[config.mk]
export PLATFORM = sky130hd
export DESIGN_NAME = crtmaf_top
export DESIGN_NICKNAME = d
export VERILOG_FILES = /design/src/rtl/crtmaf_pkg.sv /design/src/rtl/crtmaf_skew.sv /design/src/rtl/crtmaf_top.sv
export SDC_FILE = /design/constraint.sdc
export NUM_CORES = 1
export LEC_CHECK = 0
export BUFFER_PORTS_ARGS = -buffer_cell sky130_fd_sc_hd__buf_4
export CAP_MARGIN = 20
export CORE_AREA = 2 2 154 156
export DETAILED_ROUTE_END_ITERATION = 8
export DIE_AREA = 0 0 156 158
export GPL_ROUTABILITY_DRIVEN = 0
export PLACE_DENSITY = 0.76
export SKIP_LAST_GASP = 1
export SLEW_MARGIN = 25
export SYNTH_ARGS = -nofsm -noshare
export SYNTH_HDL_FRONTEND = slang
export SYNTH_SLANG_ARGS = --single-unit
[constraint.sdc]
create_clock -name clk_i -period 3.2 [get_ports clk_i]
set_input_delay 0.64 -clock clk_i [delete_from_list [all_inputs] [get_ports clk_i]]
set_output_delay 0.64 -clock clk_i [all_outputs]
set_load 0.01 [all_outputs]
[src/rtl/crtmaf_pkg.sv]
// Constants, register indices and carrier types for the CRT mode block.
// Assumes one system clock; all pin inputs are asynchronous to it.
package crtmaf_pkg;
	localparam logic [4:0] REG_HTOTAL = 5'h00;
	localparam logic [4:0] REG_HDISP = 5'h01;
	localparam logic [4:0] REG_HSYNC_POS = 5'h02;
	localparam logic [4:0] REG_SYNC_WIDTH = 5'h03;
	localparam logic [4:0] REG_VTOTAL = 5'h04;
	localparam logic [4:0] REG_VDISP = 5'h06;
	localparam logic [4:0] REG_VSYNC_ROW = 5'h07;
	localparam logic [4:0] REG_MODE = 5'h08;
	localparam logic [4:0] REG_SCAN_MAX = 5'h09;
	localparam logic [4:0] REG_CUR_FIRST = 5'h0A;
	localparam logic [4:0] REG_CUR_LAST = 5'h0B;
	localparam logic [4:0] REG_START_HI = 5'h0C;
	localparam logic [4:0] REG_START_LO = 5'h0D;
	localparam logic [4:0] REG_CUR_HI = 5'h0E;
	localparam logic [4:0] REG_CUR_LO = 5'h0F;
	localparam logic [4:0] REG_PEN_HI = 5'h10;
	localparam logic [4:0] REG_PEN_LO = 5'h11;
	localparam logic [4:0] REG_UPD_HI = 5'h12;
	localparam logic [4:0] REG_UPD_LO = 5'h13;
	localparam logic [4:0] REG_DUMMY = 5'h1F;
	localparam logic [7:0] REG_RST = 8'h00;
	localparam logic [4:0] ADDR_RST = 5'h00;
	localparam int ST_UPD_READY = 7;
	localparam int ST_PEN_FULL = 6;
	localparam int ST_VBLANK = 5;
	// A zero vertical width field means sixteen lines
	localparam logic [4:0] VSYNC_WIDE = 5'h10;
	localparam logic [5:0] SCAN_STEP_ONE = 6'h01;
	localparam logic [5:0] SCAN_STEP_TWO = 6'h02;
	localparam int BLINK_FAST_BIT = 3;
	localparam int BLINK_SLOW_BIT = 4;

	typedef enum logic [1:0] {
		SCAN_PLAIN = 2'b00,
		SCAN_SYNC = 2'b01,
		SCAN_PLAIN_ALT = 2'b10,
		SCAN_VIDEO = 2'b11
	} crtmaf_scan_e;

	typedef enum logic [1:0] {
		UPD_IDLE = 2'b00,
		UPD_WAIT = 2'b01,
		UPD_STROBE = 2'b10
	} crtmaf_upd_e;

	typedef enum logic [1:0] {
		CUR_STEADY = 2'b00,
		CUR_OFF = 2'b01,
		CUR_FAST = 2'b10,
		CUR_SLOW = 2'b11
	} crtmaf_cur_e;

	typedef struct packed {
		logic xfer_sel;
		logic upstb_sel;
		logic cur_skew;
		logic den_skew;
		logic transparent;
		logic rowcol;
		crtmaf_scan_e scan;
	} crtmaf_mode_s;

	typedef struct packed {
		logic cs_n;
		logic rs;
		logic rw;
		logic e;
		logic character_clock;
		logic light_pen_input;
		logic [7:0] db;
	} crtmaf_pins_s;

	function automatic logic [13:0] crtmaf_pair(input logic [5:0] hi,
		input logic [7:0] lo);
		return {hi, lo};
	endfunction
endpackage

[src/rtl/crtmaf_skew.sv]
// Per-lane optional one-character delay for display enable and cursor.
// Assumes tick_i is a one-cycle pulse per character clock.
`timescale 1ns/10ps
module crtmaf_skew #(
	parameter int W = 2
) (
	input wire logic clk_i,
	input wire logic reset_i,
	input wire logic tick_i,
	input wire logic [W-1:0] data_i,
	input wire logic [W-1:0] delay_i,
	output logic [W-1:0] data_o
);
	logic [W-1:0] stage_reg;

	genvar g;
	generate
		for (g = 0; g < W; g++)
		begin : lane
			always_ff @(posedge clk_i)
			begin
				if (reset_i)
				begin
					stage_reg[g] <= 1'b0;
					data_o[g] <= 1'b0;
				end
				else
				begin
					if (tick_i)
						stage_reg[g] <= data_i[g];
					data_o[g] <= delay_i[g] ? stage_reg[g] : data_i[g];
				end
			end

		end
	endgenerate
endmodule

[src/rtl/crtmaf_top.sv]
// CRT controller core: address formats, memory modes, scan modes, skew.
// Assumes host bus, character clock and light pen are asynchronous pins.
`timescale 1ns/10ps
module crtmaf_top (
	input wire logic clk_i,
	input wire logic reset_i,
	input wire logic cs_n_i,
	input wire logic rs_i,
	input wire logic rw_i,
	input wire logic e_i,
	input wire logic [7:0] db_i,
	output logic [7:0] db_o,
	output logic db_oe_o,
	input wire logic character_clock_i,
	input wire logic light_pen_input_i,
	output logic [13:0] ma_o,
	output logic [3:0] ra_o,
	output logic row_bit4_or_update_strobe_o,
	output logic hsync_o,
	output logic vsync_o,
	output logic display_enable_output_o,
	output logic cursor_o
);
	crtmaf_pkg::crtmaf_pins_s pins_now, sync_a_reg, sync_b_reg, prev_reg;
	logic [4:0] addr_reg;
	logic [7:0] htotal_reg, hdisp_reg, hsync_pos_reg, sync_width_register;
	logic [6:0] vtotal_reg, vdisp_reg, vertical_sync_row;
	logic [7:0] mode_control_register;
	logic [4:0] scan_max_reg, cursor_last_line;
	logic [6:0] cursor_first_line;
	logic [5:0] start_hi_reg, cur_hi_reg, pen_hi_reg, upd_hi_reg;
	logic [7:0] start_lo_reg, cur_lo_reg, pen_lo_reg, upd_lo_reg;
	logic [7:0] hcnt_reg;
	logic [4:0] scan_reg;
	logic [6:0] row_reg;
	logic [13:0] line_base_reg;
	logic field_reg;
	logic [4:0] blink_reg;
	logic [3:0] hs_left_reg;
	logic [4:0] vs_left_reg;
	logic pen_pend_reg, pen_full_reg, upd_ready_reg, upd_req_reg;
	crtmaf_pkg::crtmaf_upd_e upd_state_reg;
	crtmaf_pkg::crtmaf_mode_s mode;
	crtmaf_pkg::crtmaf_cur_e cur_mode;
	logic tick, e_fall, acc, wr, rd, reg_wr, dummy_acc, pen_rise;
	logic interlaced, video, line_end, row_last, frame_end, field_next;
	logic [5:0] scan_step, scan_sum;
	logic [4:0] scan_first;
	logic [7:0] vs_pos;
	logic [8:0] line_len;
	logic vs_start, den_raw, cur_raw, blink_on, strobe;
	logic [13:0] ma_lin, ma_rc, ma_disp, cursor_loc, upd_loc;
	logic [7:0] rd_mux;
	logic [1:0] skew_out;

	assign pins_now = '{cs_n: cs_n_i, rs: rs_i, rw: rw_i, e: e_i,
		character_clock: character_clock_i, light_pen_input: light_pen_input_i, db: db_i};

	// Every pin passes two stages; edges are taken from the second and third
	always_ff @(posedge clk_i)
	begin
		if (reset_i)
		begin
			sync_a_reg <= '0;
			sync_b_reg <= '0;
			prev_reg <= '0;
		end
		else
		begin
			sync_a_reg <= pins_now;
			sync_b_reg <= sync_a_reg;
			prev_reg <= sync_b_reg;
		end
	end

	assign tick = sync_b_reg.character_clock & ~prev_reg.character_clock;
	assign e_fall = prev_reg.e & ~sync_b_reg.e;
	assign acc = e_fall & ~sync_b_reg.cs_n;
	assign wr = acc & ~sync_b_reg.rw;
	assign rd = acc & sync_b_reg.rw;
	assign reg_wr = wr & sync_b_reg.rs;
	assign pen_rise = sync_b_reg.light_pen_input & ~prev_reg.light_pen_input;
	assign mode = crtmaf_pkg::crtmaf_mode_s'(mode_control_register);
	assign cur_mode = crtmaf_pkg::crtmaf_cur_e'(cursor_first_line[6:5]);
	assign interlaced = mode.scan == crtmaf_pkg::SCAN_SYNC
		|| mode.scan == crtmaf_pkg::SCAN_VIDEO;
	assign video = mode.scan == crtmaf_pkg::SCAN_VIDEO;
	// Dummy location only requests an update in transparent mode
	assign dummy_acc = acc & sync_b_reg.rs & mode.transparent
		& addr_reg == crtmaf_pkg::REG_DUMMY;

	always_ff @(posedge clk_i)
	begin
		if (reset_i)
			addr_reg <= crtmaf_pkg::ADDR_RST;
		else if (wr & ~sync_b_reg.rs)
			addr_reg <= sync_b_reg.db[4:0];
	end

	always_ff @(posedge clk_i)
	begin
		if (reset_i)
		begin
			htotal_reg <= crtmaf_pkg::REG_RST;
			hdisp_reg <= crtmaf_pkg::REG_RST;
			hsync_pos_reg <= crtmaf_pkg::REG_RST;
			sync_width_register <= crtmaf_pkg::REG_RST;
			vtotal_reg <= crtmaf_pkg::REG_RST[6:0];
			vdisp_reg <= crtmaf_pkg::REG_RST[6:0];
			vertical_sync_row <= crtmaf_pkg::REG_RST[6:0];
			mode_control_register <= crtmaf_pkg::REG_RST;
			scan_max_reg <= crtmaf_pkg::REG_RST[4:0];
			cursor_first_line <= crtmaf_pkg::REG_RST[6:0];
			cursor_last_line <= crtmaf_pkg::REG_RST[4:0];
			start_hi_reg <= crtmaf_pkg::REG_RST[5:0];
			start_lo_reg <= crtmaf_pkg::REG_RST;
			cur_hi_reg <= crtmaf_pkg::REG_RST[5:0];
			cur_lo_reg <= crtmaf_pkg::REG_RST;
		end
		else if (reg_wr)
		begin
			case (addr_reg)
				crtmaf_pkg::REG_HTOTAL: htotal_reg <= sync_b_reg.db;
				crtmaf_pkg::REG_HDISP: hdisp_reg <= sync_b_reg.db;
				crtmaf_pkg::REG_HSYNC_POS: hsync_pos_reg <= sync_b_reg.db;
				crtmaf_pkg::REG_SYNC_WIDTH: sync_width_register <= sync_b_reg.db;
				crtmaf_pkg::REG_VTOTAL: vtotal_reg <= sync_b_reg.db[6:0];
				crtmaf_pkg::REG_VDISP: vdisp_reg <= sync_b_reg.db[6:0];
				crtmaf_pkg::REG_VSYNC_ROW: vertical_sync_row <= sync_b_reg.db[6:0];
				crtmaf_pkg::REG_MODE: mode_control_register <= sync_b_reg.db;
				crtmaf_pkg::REG_SCAN_MAX: scan_max_reg <= sync_b_reg.db[4:0];
				crtmaf_pkg::REG_CUR_FIRST: cursor_first_line <= sync_b_reg.db[6:0];
				crtmaf_pkg::REG_CUR_LAST: cursor_last_line <= sync_b_reg.db[4:0];
				crtmaf_pkg::REG_START_HI: start_hi_reg <= sync_b_reg.db[5:0];
				crtmaf_pkg::REG_START_LO: start_lo_reg <= sync_b_reg.db;
				crtmaf_pkg::REG_CUR_HI: cur_hi_reg <= sync_b_reg.db[5:0];
				crtmaf_pkg::REG_CUR_LO: cur_lo_reg <= sync_b_reg.db;
				default: ;
			endcase
		end
	end

	// Raster counters; video alone steps two lines from the field parity, sync steps one
	assign scan_step = video ? crtmaf_pkg::SCAN_STEP_TWO
		: crtmaf_pkg::SCAN_STEP_ONE;
	assign scan_sum = {1'b0, scan_reg} + scan_step;
	assign line_end = hcnt_reg == htotal_reg;
	assign row_last = scan_sum > {1'b0, scan_max_reg};
	assign frame_end = line_end & row_last & row_reg == vtotal_reg;
	assign field_next = interlaced & (frame_end ? ~field_reg : field_reg);
	assign scan_first = video ? {4'h0, field_next} : 5'h00;

	always_ff @(posedge clk_i)
	begin
		if (reset_i)
		begin
			hcnt_reg <= 8'h00;
			scan_reg <= 5'h00;
			row_reg <= 7'h00;
			line_base_reg <= 14'h0000;
			blink_reg <= 5'h00;
		end
		else if (tick)
		begin
			hcnt_reg <= line_end ? 8'h00 : hcnt_reg + 8'h01;
			if (line_end)
			begin
				scan_reg <= row_last ? scan_first : scan_sum[4:0];
				if (row_last)
					row_reg <= frame_end ? 7'h00 : row_reg + 7'h01;
			end
			if (frame_end)
			begin
				line_base_reg <= crtmaf_pkg::crtmaf_pair(start_hi_reg,
					start_lo_reg);
				blink_reg <= blink_reg + 5'h01;
			end
			else if (line_end & row_last)
				line_base_reg <= line_base_reg + {6'h00, hdisp_reg};
		end
	end

	// Non-interlaced modes hold the field at even
	always_ff @(posedge clk_i)
	begin
		if (reset_i)
			field_reg <= 1'b0;
		else if (!interlaced)
			field_reg <= 1'b0;
		else if (tick & frame_end)
			field_reg <= ~field_reg;
	end

	// Low nibble is horizontal width in characters, high nibble vertical
	always_ff @(posedge clk_i)
	begin
		if (reset_i)
			hs_left_reg <= 4'h0;
		else if (tick)
		begin
			if (hcnt_reg == hsync_pos_reg)
				hs_left_reg <= sync_width_register[3:0];
			else if (hs_left_reg != 4'h0)
				hs_left_reg <= hs_left_reg - 4'h1;
		end
	end

	// Odd interlaced fields start and end vertical sync mid-line
	// Half of the full line, htotal plus one characters
	assign line_len = {1'b0, htotal_reg} + 9'h001;
	assign vs_pos = (interlaced & field_reg) ? line_len[8:1]
		: 8'h00;
	assign vs_start = row_reg == vertical_sync_row + 7'h01
		&& scan_reg == (video ? {4'h0, field_reg} : 5'h00);

	always_ff @(posedge clk_i)
	begin
		if (reset_i)
			vs_left_reg <= 5'h00;
		else if (tick && hcnt_reg == vs_pos)
		begin
			if (vs_left_reg != 5'h00)
				vs_left_reg <= vs_left_reg - 5'h01;
			else if (vs_start)
				vs_left_reg <= sync_width_register[7:4] == 4'h0
					? crtmaf_pkg::VSYNC_WIDE
					: {1'b0, sync_width_register[7:4]};
		end
	end

	// Display address in the selected format
	assign ma_lin = line_base_reg + {6'h00, hcnt_reg};
	assign ma_rc = {start_hi_reg + row_reg[5:0], start_lo_reg + hcnt_reg};
	assign ma_disp = mode.rowcol ? ma_rc : ma_lin;
	assign cursor_loc = crtmaf_pkg::crtmaf_pair(cur_hi_reg, cur_lo_reg);
	assign upd_loc = crtmaf_pkg::crtmaf_pair(upd_hi_reg, upd_lo_reg);
	assign den_raw = hcnt_reg < hdisp_reg && row_reg < vdisp_reg;
	always_comb
	begin
		unique case (cur_mode)
			crtmaf_pkg::CUR_STEADY: blink_on = 1'b1;
			crtmaf_pkg::CUR_OFF: blink_on = 1'b0;
			crtmaf_pkg::CUR_FAST: blink_on = blink_reg[crtmaf_pkg::BLINK_FAST_BIT];
			crtmaf_pkg::CUR_SLOW: blink_on = blink_reg[crtmaf_pkg::BLINK_SLOW_BIT];
		endcase
	end
	// Plain range compare, so either parity works in sync and video
	assign cur_raw = blink_on && den_raw && ma_disp == cursor_loc
		&& scan_reg >= cursor_first_line[4:0]
		&& scan_reg <= cursor_last_line;

	always_ff @(posedge clk_i)
	begin
		if (reset_i)
		begin
			pen_pend_reg <= 1'b0;
			pen_full_reg <= 1'b0;
			pen_hi_reg <= crtmaf_pkg::REG_RST[5:0];
			pen_lo_reg <= crtmaf_pkg::REG_RST;
		end
		else
		begin
			if (pen_rise)
				pen_pend_reg <= 1'b1;
			else if (tick)
				pen_pend_reg <= 1'b0;
			if (tick & pen_pend_reg)
			begin
				pen_hi_reg <= ma_disp[13:8];
				pen_lo_reg <= ma_disp[7:0];
			end
			// Capture wins over the clearing read
			if (tick & pen_pend_reg)
				pen_full_reg <= 1'b1;
			else if (rd & sync_b_reg.rs & addr_reg == crtmaf_pkg::REG_PEN_LO)
				pen_full_reg <= 1'b0;
		end
	end

	// Transparent updates run in the character after a blanked one, never in shared mode
	assign strobe = upd_state_reg == crtmaf_pkg::UPD_STROBE;
	always_ff @(posedge clk_i)
	begin
		if (reset_i | ~mode.transparent)
			upd_state_reg <= crtmaf_pkg::UPD_IDLE;
		else
		begin
			unique case (upd_state_reg)
				crtmaf_pkg::UPD_IDLE:
					if (upd_req_reg)
						upd_state_reg <= crtmaf_pkg::UPD_WAIT;
				crtmaf_pkg::UPD_WAIT:
					if (tick & ~den_raw)
						upd_state_reg <= crtmaf_pkg::UPD_STROBE;
				crtmaf_pkg::UPD_STROBE:
					if (tick)
						upd_state_reg <= crtmaf_pkg::UPD_IDLE;
				default: upd_state_reg <= crtmaf_pkg::UPD_IDLE;
			endcase
		end
	end

	always_ff @(posedge clk_i)
	begin
		if (reset_i)
		begin
			upd_req_reg <= 1'b0;
			upd_ready_reg <= 1'b0;
			upd_hi_reg <= crtmaf_pkg::REG_RST[5:0];
			upd_lo_reg <= crtmaf_pkg::REG_RST;
		end
		else
		begin
			if (dummy_acc)
				upd_req_reg <= 1'b1;
			else if (upd_state_reg != crtmaf_pkg::UPD_IDLE || !mode.transparent)
				upd_req_reg <= 1'b0;
			if (strobe & tick)
				upd_ready_reg <= 1'b1;
			else if (dummy_acc)
				upd_ready_reg <= 1'b0;
			// Row/column format steps the column only
			if (strobe & tick)
				{upd_hi_reg, upd_lo_reg} <= mode.rowcol
					? {upd_hi_reg, upd_lo_reg + 8'h01}
					: upd_loc + 14'h0001;
			else if (reg_wr && addr_reg == crtmaf_pkg::REG_UPD_HI)
				upd_hi_reg <= sync_b_reg.db[5:0];
			else if (reg_wr && addr_reg == crtmaf_pkg::REG_UPD_LO)
				upd_lo_reg <= sync_b_reg.db;
		end
	end

	always_comb
	begin
		rd_mux = 8'h00;
		if (!sync_b_reg.rs)
		begin
			rd_mux[crtmaf_pkg::ST_UPD_READY] = upd_ready_reg;
			rd_mux[crtmaf_pkg::ST_PEN_FULL] = pen_full_reg;
			rd_mux[crtmaf_pkg::ST_VBLANK] = row_reg >= vdisp_reg;
		end
		else if (addr_reg == crtmaf_pkg::REG_CUR_HI)
			rd_mux = {2'b00, cur_hi_reg};
		else if (addr_reg == crtmaf_pkg::REG_CUR_LO)
			rd_mux = cur_lo_reg;
		else if (addr_reg == crtmaf_pkg::REG_PEN_HI)
			rd_mux = {2'b00, pen_hi_reg};
		else if (addr_reg == crtmaf_pkg::REG_PEN_LO)
			rd_mux = pen_lo_reg;
	end

	always_ff @(posedge clk_i)
	begin
		if (reset_i)
		begin
			db_o <= 8'h00;
			db_oe_o <= 1'b0;
			ma_o <= 14'h0000;
			ra_o <= 4'h0;
			row_bit4_or_update_strobe_o <= 1'b0;
			hsync_o <= 1'b0;
			vsync_o <= 1'b0;
		end
		else
		begin
			db_o <= rd_mux;
			db_oe_o <= sync_b_reg.e & ~sync_b_reg.cs_n & sync_b_reg.rw
				& ~(sync_b_reg.rs & addr_reg == crtmaf_pkg::REG_DUMMY);
			ma_o <= strobe ? upd_loc : ma_disp;
			ra_o <= scan_reg[3:0];
			row_bit4_or_update_strobe_o <= mode.upstb_sel ? strobe : scan_reg[4];
			hsync_o <= hs_left_reg != 4'h0;
			vsync_o <= vs_left_reg != 5'h00;
		end
	end

	crtmaf_skew #(
		.W(2)
	) u_skew (
		.clk_i(clk_i),
		.reset_i(reset_i),
		.tick_i(tick),
		.data_i({cur_raw, den_raw}),
		.delay_i({mode.cur_skew, mode.den_skew}),
		.data_o(skew_out)
	);
	assign display_enable_output_o = skew_out[0];
	assign cursor_o = skew_out[1];
endmodule

# After elaboration in Yosys (flattened, before gate mapping)
# Index checks and enable logic that the tools add are counted.
# totals
regBits	258
in_bits	16
# op_classes
add_sub_neg	14
magnitude_cmp	6
n_eq_ne	38
n_mux	44
bitwise_logic	37
n_reduce_logical	54
# ops
operator	n
8-bit two-way mux	9
14-bit two-way mux	5
2-bit AND reduction	22
5-bit by 4-bit equality test with 1-bit output (second input constant)	8
14-bit by 8-bit adder with 14-bit output	2
1-bit AND	25
5-bit equality test (second input constant)	5
8-bit equality test	3
5-bit two-way mux	4
2-bit nonzero test	10
8-bit by 1-bit adder with 8-bit output (second input constant)	2
5-bit by 3-bit equality test with 1-bit output (second input constant)	3
14-bit by 1-bit adder with 14-bit output (second input constant)	1
7-bit by 1-bit adder with 7-bit output (second input constant)	2
14-bit equality test	1
7-bit equality test	2
1-bit two-way mux	14
6-bit two-way mux	2
1-bit inverter	11
5-bit by 2-bit equality test with 1-bit output (second input constant)	2
2-bit != test (second input constant)	5
8-bit by 1-bit adder with 9-bit output (second input constant)	1
1-bit logical AND	9
8-bit adder	1
31 further kinds	44

# Logic depth before layout (Yosys ltp)
# logic_depth
ltp_word	10
mapped_depth	14

# By module
# A second synthesis with hierarchy kept.
# unflattened
hier_cells	1568
hier_area_um2	13389.1
# by_module_without_submodules
mod	n_inst	cells_each	area_each_um2
crtmaf_top	1	1556	13254.0
crtmaf_skew	1	12	135.1

# Worst setup path before layout
# Ideal clock, no wire load.
# synth_path
path_kind	register to register
startpoint	register mode_control_register[0] (netlist: mode[0])
endpoint	register line_base_reg[3]
setup_ns	0.070
arrival_time_ns	2.808
t_required_ns	3.130
setup_slack_ns	0.321
path_stages_with_launch	14
path_buffers	1
period_less_slack_ns	2.879
path_cell_list	dfxtp_1 > nand2_1 > ha_1 > ha_1 > a31o_2 > nand3_1 > xnor2_1 > ha_1 > mux2i_1 > a21o_1 > a21boi_1 > clkbuf_1 > o211ai_1 > a21oi_1
# synth_between
elab_chain_cells	8
word_cells_on_any_way	9
cone_classes	add/sub (1); order compare (1); eq/ne (1); mux (2); bitwise (2); reduce/logical (2)
# synth_rtl
element	line	source
from (decl)	crtmaf_top.sv:28	logic [7:0] mode_control_register;
from (signal assigned)	crtmaf_top.sv:111	mode_control_register <= crtmaf_pkg::REG_RST;
from (signal assigned)	crtmaf_top.sv:130	crtmaf_pkg::REG_MODE: mode_control_register <= sync_b_reg.db;
2-bit equality test *	crtmaf_top.sv:87	assign video = mode.scan == crtmaf_pkg::SCAN_VIDEO;
2-bit two-way mux *	crtmaf_top.sv:144	assign scan_step = video ? crtmaf_pkg::SCAN_STEP_TWO
5-bit by 2-bit adder with 6-bit output *	crtmaf_top.sv:146	assign scan_sum = {1'b0, scan_reg} + scan_step;
6-bit by 5-bit > comparator with 1-bit output *	crtmaf_top.sv:148	assign row_last = scan_sum > {1'b0, scan_max_reg};
1-bit AND *	crtmaf_top.sv:149, crtmaf_top.sv:178	
1-bit AND	crtmaf_top.sv:149	assign frame_end = line_end & row_last & row_reg == vtotal_reg;
2-bit nonzero test (no line)	--	
2-bit AND reduction (no line)	--	
to (signal assigned)	crtmaf_top.sv:174	line_base_reg <= crtmaf_pkg::crtmaf_pair(start_hi_reg,
to (signal assigned)	crtmaf_top.sv:179	line_base_reg <= line_base_reg + {6'h00, hdisp_reg};
to (decl)	crtmaf_top.sv:36	logic [13:0] line_base_reg;
# Mark *: on every way between the ends. The rest lies on a longest branch, timed or not.
# A chain may end at the register's enable or synchronous reset.

# Worst setup path after layout
# layout_path
startpoint	register mode_control_register[0] (netlist: mode[0])
endpoint	register line_base_reg[12]
# Same word-level chain as after synthesis.

==> impl_metrics.toml <==
[die]
coreArea_sq_mm = 0.02305
start_util_pct = 59.04
die-area_sq_mm = 0.02465
rows = 56
die_w_um = 156
io_pins = 48
die_y_um = 158

[yosys]
syn_area_sq_mm = 0.01361
yosys_warnings = 0
synth_nets = 1690
async_reset_ff_share_pct = 0
synth_ff_type = "dfxtp_1"
synth.yosys.seq_area_share_pct = 37.95
synthCells = 1602
synth.avg_cell_area_sq_um = 8.496
ys_ff_latch = 258
synth_edf_count = 0
synth.lib_cells_used.distinct = 81

[clocking]
cts.sinks = 258
cts_buffers = 27
clk_latency_ns = 0.56
htree_levels = 1
clk_pin_slew_worst_paths_ns = 0.06
max-clock-path-buffers = 3
cts_tree = "done"
cts_root_buf = "clkbuf_16"

[sta]
period_needed_ns = 2.938
maxSlewViolCount = 0
grt_setup_unrepaired = "no"
finalClockSkew_ns = 0.02235
setup_viol = 0
report.final.hold_viol_count = 0
slew-limit-headroom_pct = 32.82
max_freq_mhz = 340.3
fin_crit_sh_pct = 91.83
worst_slew_pin_slew_ns = 1.006
finalSetupTns_ns = 0

[critical_path]
worst-setup-path-type = "flip-flop to flip-flop"
arrival_ns = 3.38
critPathMaxStageDelay_ns = 0.46
crit_chain = "nand2_1 > ha_1 > ha_1 > a31o_2 > nand3_1 > xnor2_1 > ha_1 > mux2i_1 > a21o_1 > a21oi_1 > a21o_1 > a21oi_1 > a211oi_1"
crit_required_ns = 3.65
cpMaxStageDelayCell = "a21oi_1"
end_kind = "flip-flop"
worstSetupStartpointType = "flip-flop"
critPathMaxFanout = 5
critPathMostFrequentCell = "ha_1"

[run]
max-cap-violations = 0

[power]
p_sw_share_pct = 23.36
peakVddDrop_mv = 0.4481
p_per_area_mw_per_mm2 = 454.2
pwr-share-clk_pct = 47.3
internal-power_uw = 5314
power.switching_uw = 1620
leakage_uw = 0.006198
pwr-share-seq_pct = 47.6
combPwrFrac_pct = 5.1

[global_route]
grt_usage_pct = 29.87
antenna_found_initial = 1
grt_pass1_vias = 11230
grt_overflow = 0
grt_max_degree = 210
grt_pass1_wl_um = 58430

[placement]
dp_hpwl_um = 26520
portBuffers = 47
numPlacedInstances = 1898

[detailed_routing]
firstDrtPassIters = 7
routed-via-count = 11940
via_per_inst = 6.126
antenna_left = 0
drt_iter0_markers = 1065
drc = 0
totalWireLength_um = 37140
drt-wirelength-per-cell_um = 19.05

[cells_and_area]
layout-drive-gt1-share_pct = 10.31
instances_no_fill = 1949
final_nets = 1726
area.sequential_sq_mm = 0.005165
n_fill_cell = 1890
multi_input_area_sq_mm = 0.007824
syn2layout_area_growth_pct = 12.15

[hold_path]
hp-class = "input port to flip-flop"

[outcome]
status = "finished, final reports clean"
## repair_timing
item	CTS	global route
buffers inserted	0	1
hold endpoints to repair	0	0
hold buffers	0	0
resized for setup	0	1
endpoints found under the setup margin	0	9
## metrics by stage
step / total power [uW] / cell area (sq um) / util [%] / worst slack, ns / hold slack, ns
finish: 6934 / 15260 / 66.22 / 0.2616 / 0.2893
global route: 7132 / 15260 / 66.21 / 0.05910 / 0.2832
CTS: 6960 / 15250 / 66.17 / 0.2305 / 0.2826
detailed placement: 3715 / 14320 / 62.13 / 0.2604 / 0.4227
global placement: 3708 / 14320 / 62.13 / 0.3756 / 0.4157
floorplan: 3585 / 13610 / - / 0.3212 / 0.4138
## cells in the mapped netlist (6+ instances only)
master     number  area, sq um
a2111oi_0       7        61.31
a211oi_1       31        232.7
a21o_1         17        127.6
a21oi_1       101        505.5
a22oi_1        18        135.1
a311oi_1        8        70.07
a31oi_1        14        87.58
and3_1         11        68.82
buf_1           6        22.52
clkbuf_1       76        285.3
dfxtp_1       258         5165
ha_1           68        850.8
inv_1          58        217.7
mux2i_1       119         1191
nand2_1       128        480.5
nand2b_1       18        112.6
nand3_1        54        270.3
nand3b_1        6        45.04
nand4_1        20        125.1
nor2_1        225        844.6
nor2b_1        45        281.5
nor3_1         30        150.1
nor4_1         12        75.07
o211ai_1       11        82.58
o21ai_0        50        250.2
o22ai_1         8        50.05
or2_2           8        50.05
or3_1          12        75.07
xnor2_1        46        402.9
xor2_1         41        359.1
## placed cells by master, fill, tap and decap left out, types with 31 or more instances in the layout
| master | count |
|---|---|
| a211oi_1 | 31 |
| a21oi_1 | 101 |
| buf_4 | 97 |
| dfxtp_1 | 258 |
| ha_1 | 68 |
| inv_1 | 58 |
| mux2i_1 | 119 |
| nand2_1 | 128 |
| nand3_1 | 54 |
| nor2_1 | 225 |
| nor2b_1 | 45 |
| o21ai_0 | 49 |
| xnor2_1 | 46 |
| xor2_1 | 41 |
## layout make-up
type	instances	area share [%]
antenna	1	0.01639
clock buffer	30	4.631
multi-input combinational	1194	51.25
inverter	58	1.426
tap	290	2.377
clock inverter	19	1.484
timing repair buffer	99	4.975
sequential	258	33.84
## power by group through the flow
stage                     clock network, uW  registers (uW)  logic (uW)
after floorplan                           0            3340         243
after global placement                    0            3370         339
after detailed placement                  0            3370         344
after CTS                              3310            3300         346
after global routing                   3450            3300         381
final                                  3280            3300         353
## worst paths after layout
| path | startpoint | to | slack, ns | cells past startpoint |
|---|---|---|---|---|
| worst max-delay path | mode[0] | line_base_reg[12] | 0.26 | 13 |
| worst min-delay path | db_i[3] | sync_a_reg[3] | 0.29 | 2 |
| worst max register to register | mode[0] | line_base_reg[12] | 0.26 | 13 |
| worst min register to register | sync_a_reg[5] | sync_b_reg[5] | 0.43 | 1 |
## worst max-delay path: cells and delay by family, from the launching register on
| family | cells | cell delay [ns] |
|---|---|---|
| xor+xnor | 1 | 0.15 |
| fa+ha+maj | 3 | 0.69 |
| flops | 1 | 0.33 |
| mux | 1 | 0.14 |
| compound gates | 6 | 1.31 |
| simple gates | 2 | 0.21 |
## metal layers
| metal | track usage [%] | part of all wire (%) | vias to the layer above | routed length, um |
|---|---|---|---|---|
| met1 | 39.06 | 42 | 5617 | 15530 |
| li1 | - | - | 5702 | - |
| met5 | 0 | 0 | - | 0 |
| met4 | 14.15 | 5.2 | 0 | 1923 |
| met2 | 48.42 | 45 | 490 | 16640 |
| met3 | 4.927 | 8.2 | 131 | 3040 |
## logic make-up after synthesis
| group | count (synthesis) | synth area share [%] |
|---|---|---|
| AND/OR/NAND/NOR | 600 | 20.88 |
| adder cells (fa/ha/maj) | 72 | 6.840 |
| flip-flops | 258 | 37.95 |
| AO/OA/AOI/OAI | 310 | 14.55 |
| buffers and inverters | 150 | 4.596 |
| XOR/XNOR | 91 | 6.269 |
| multiplexers | 121 | 8.917 |
Power figures use the tool's default switching activity.
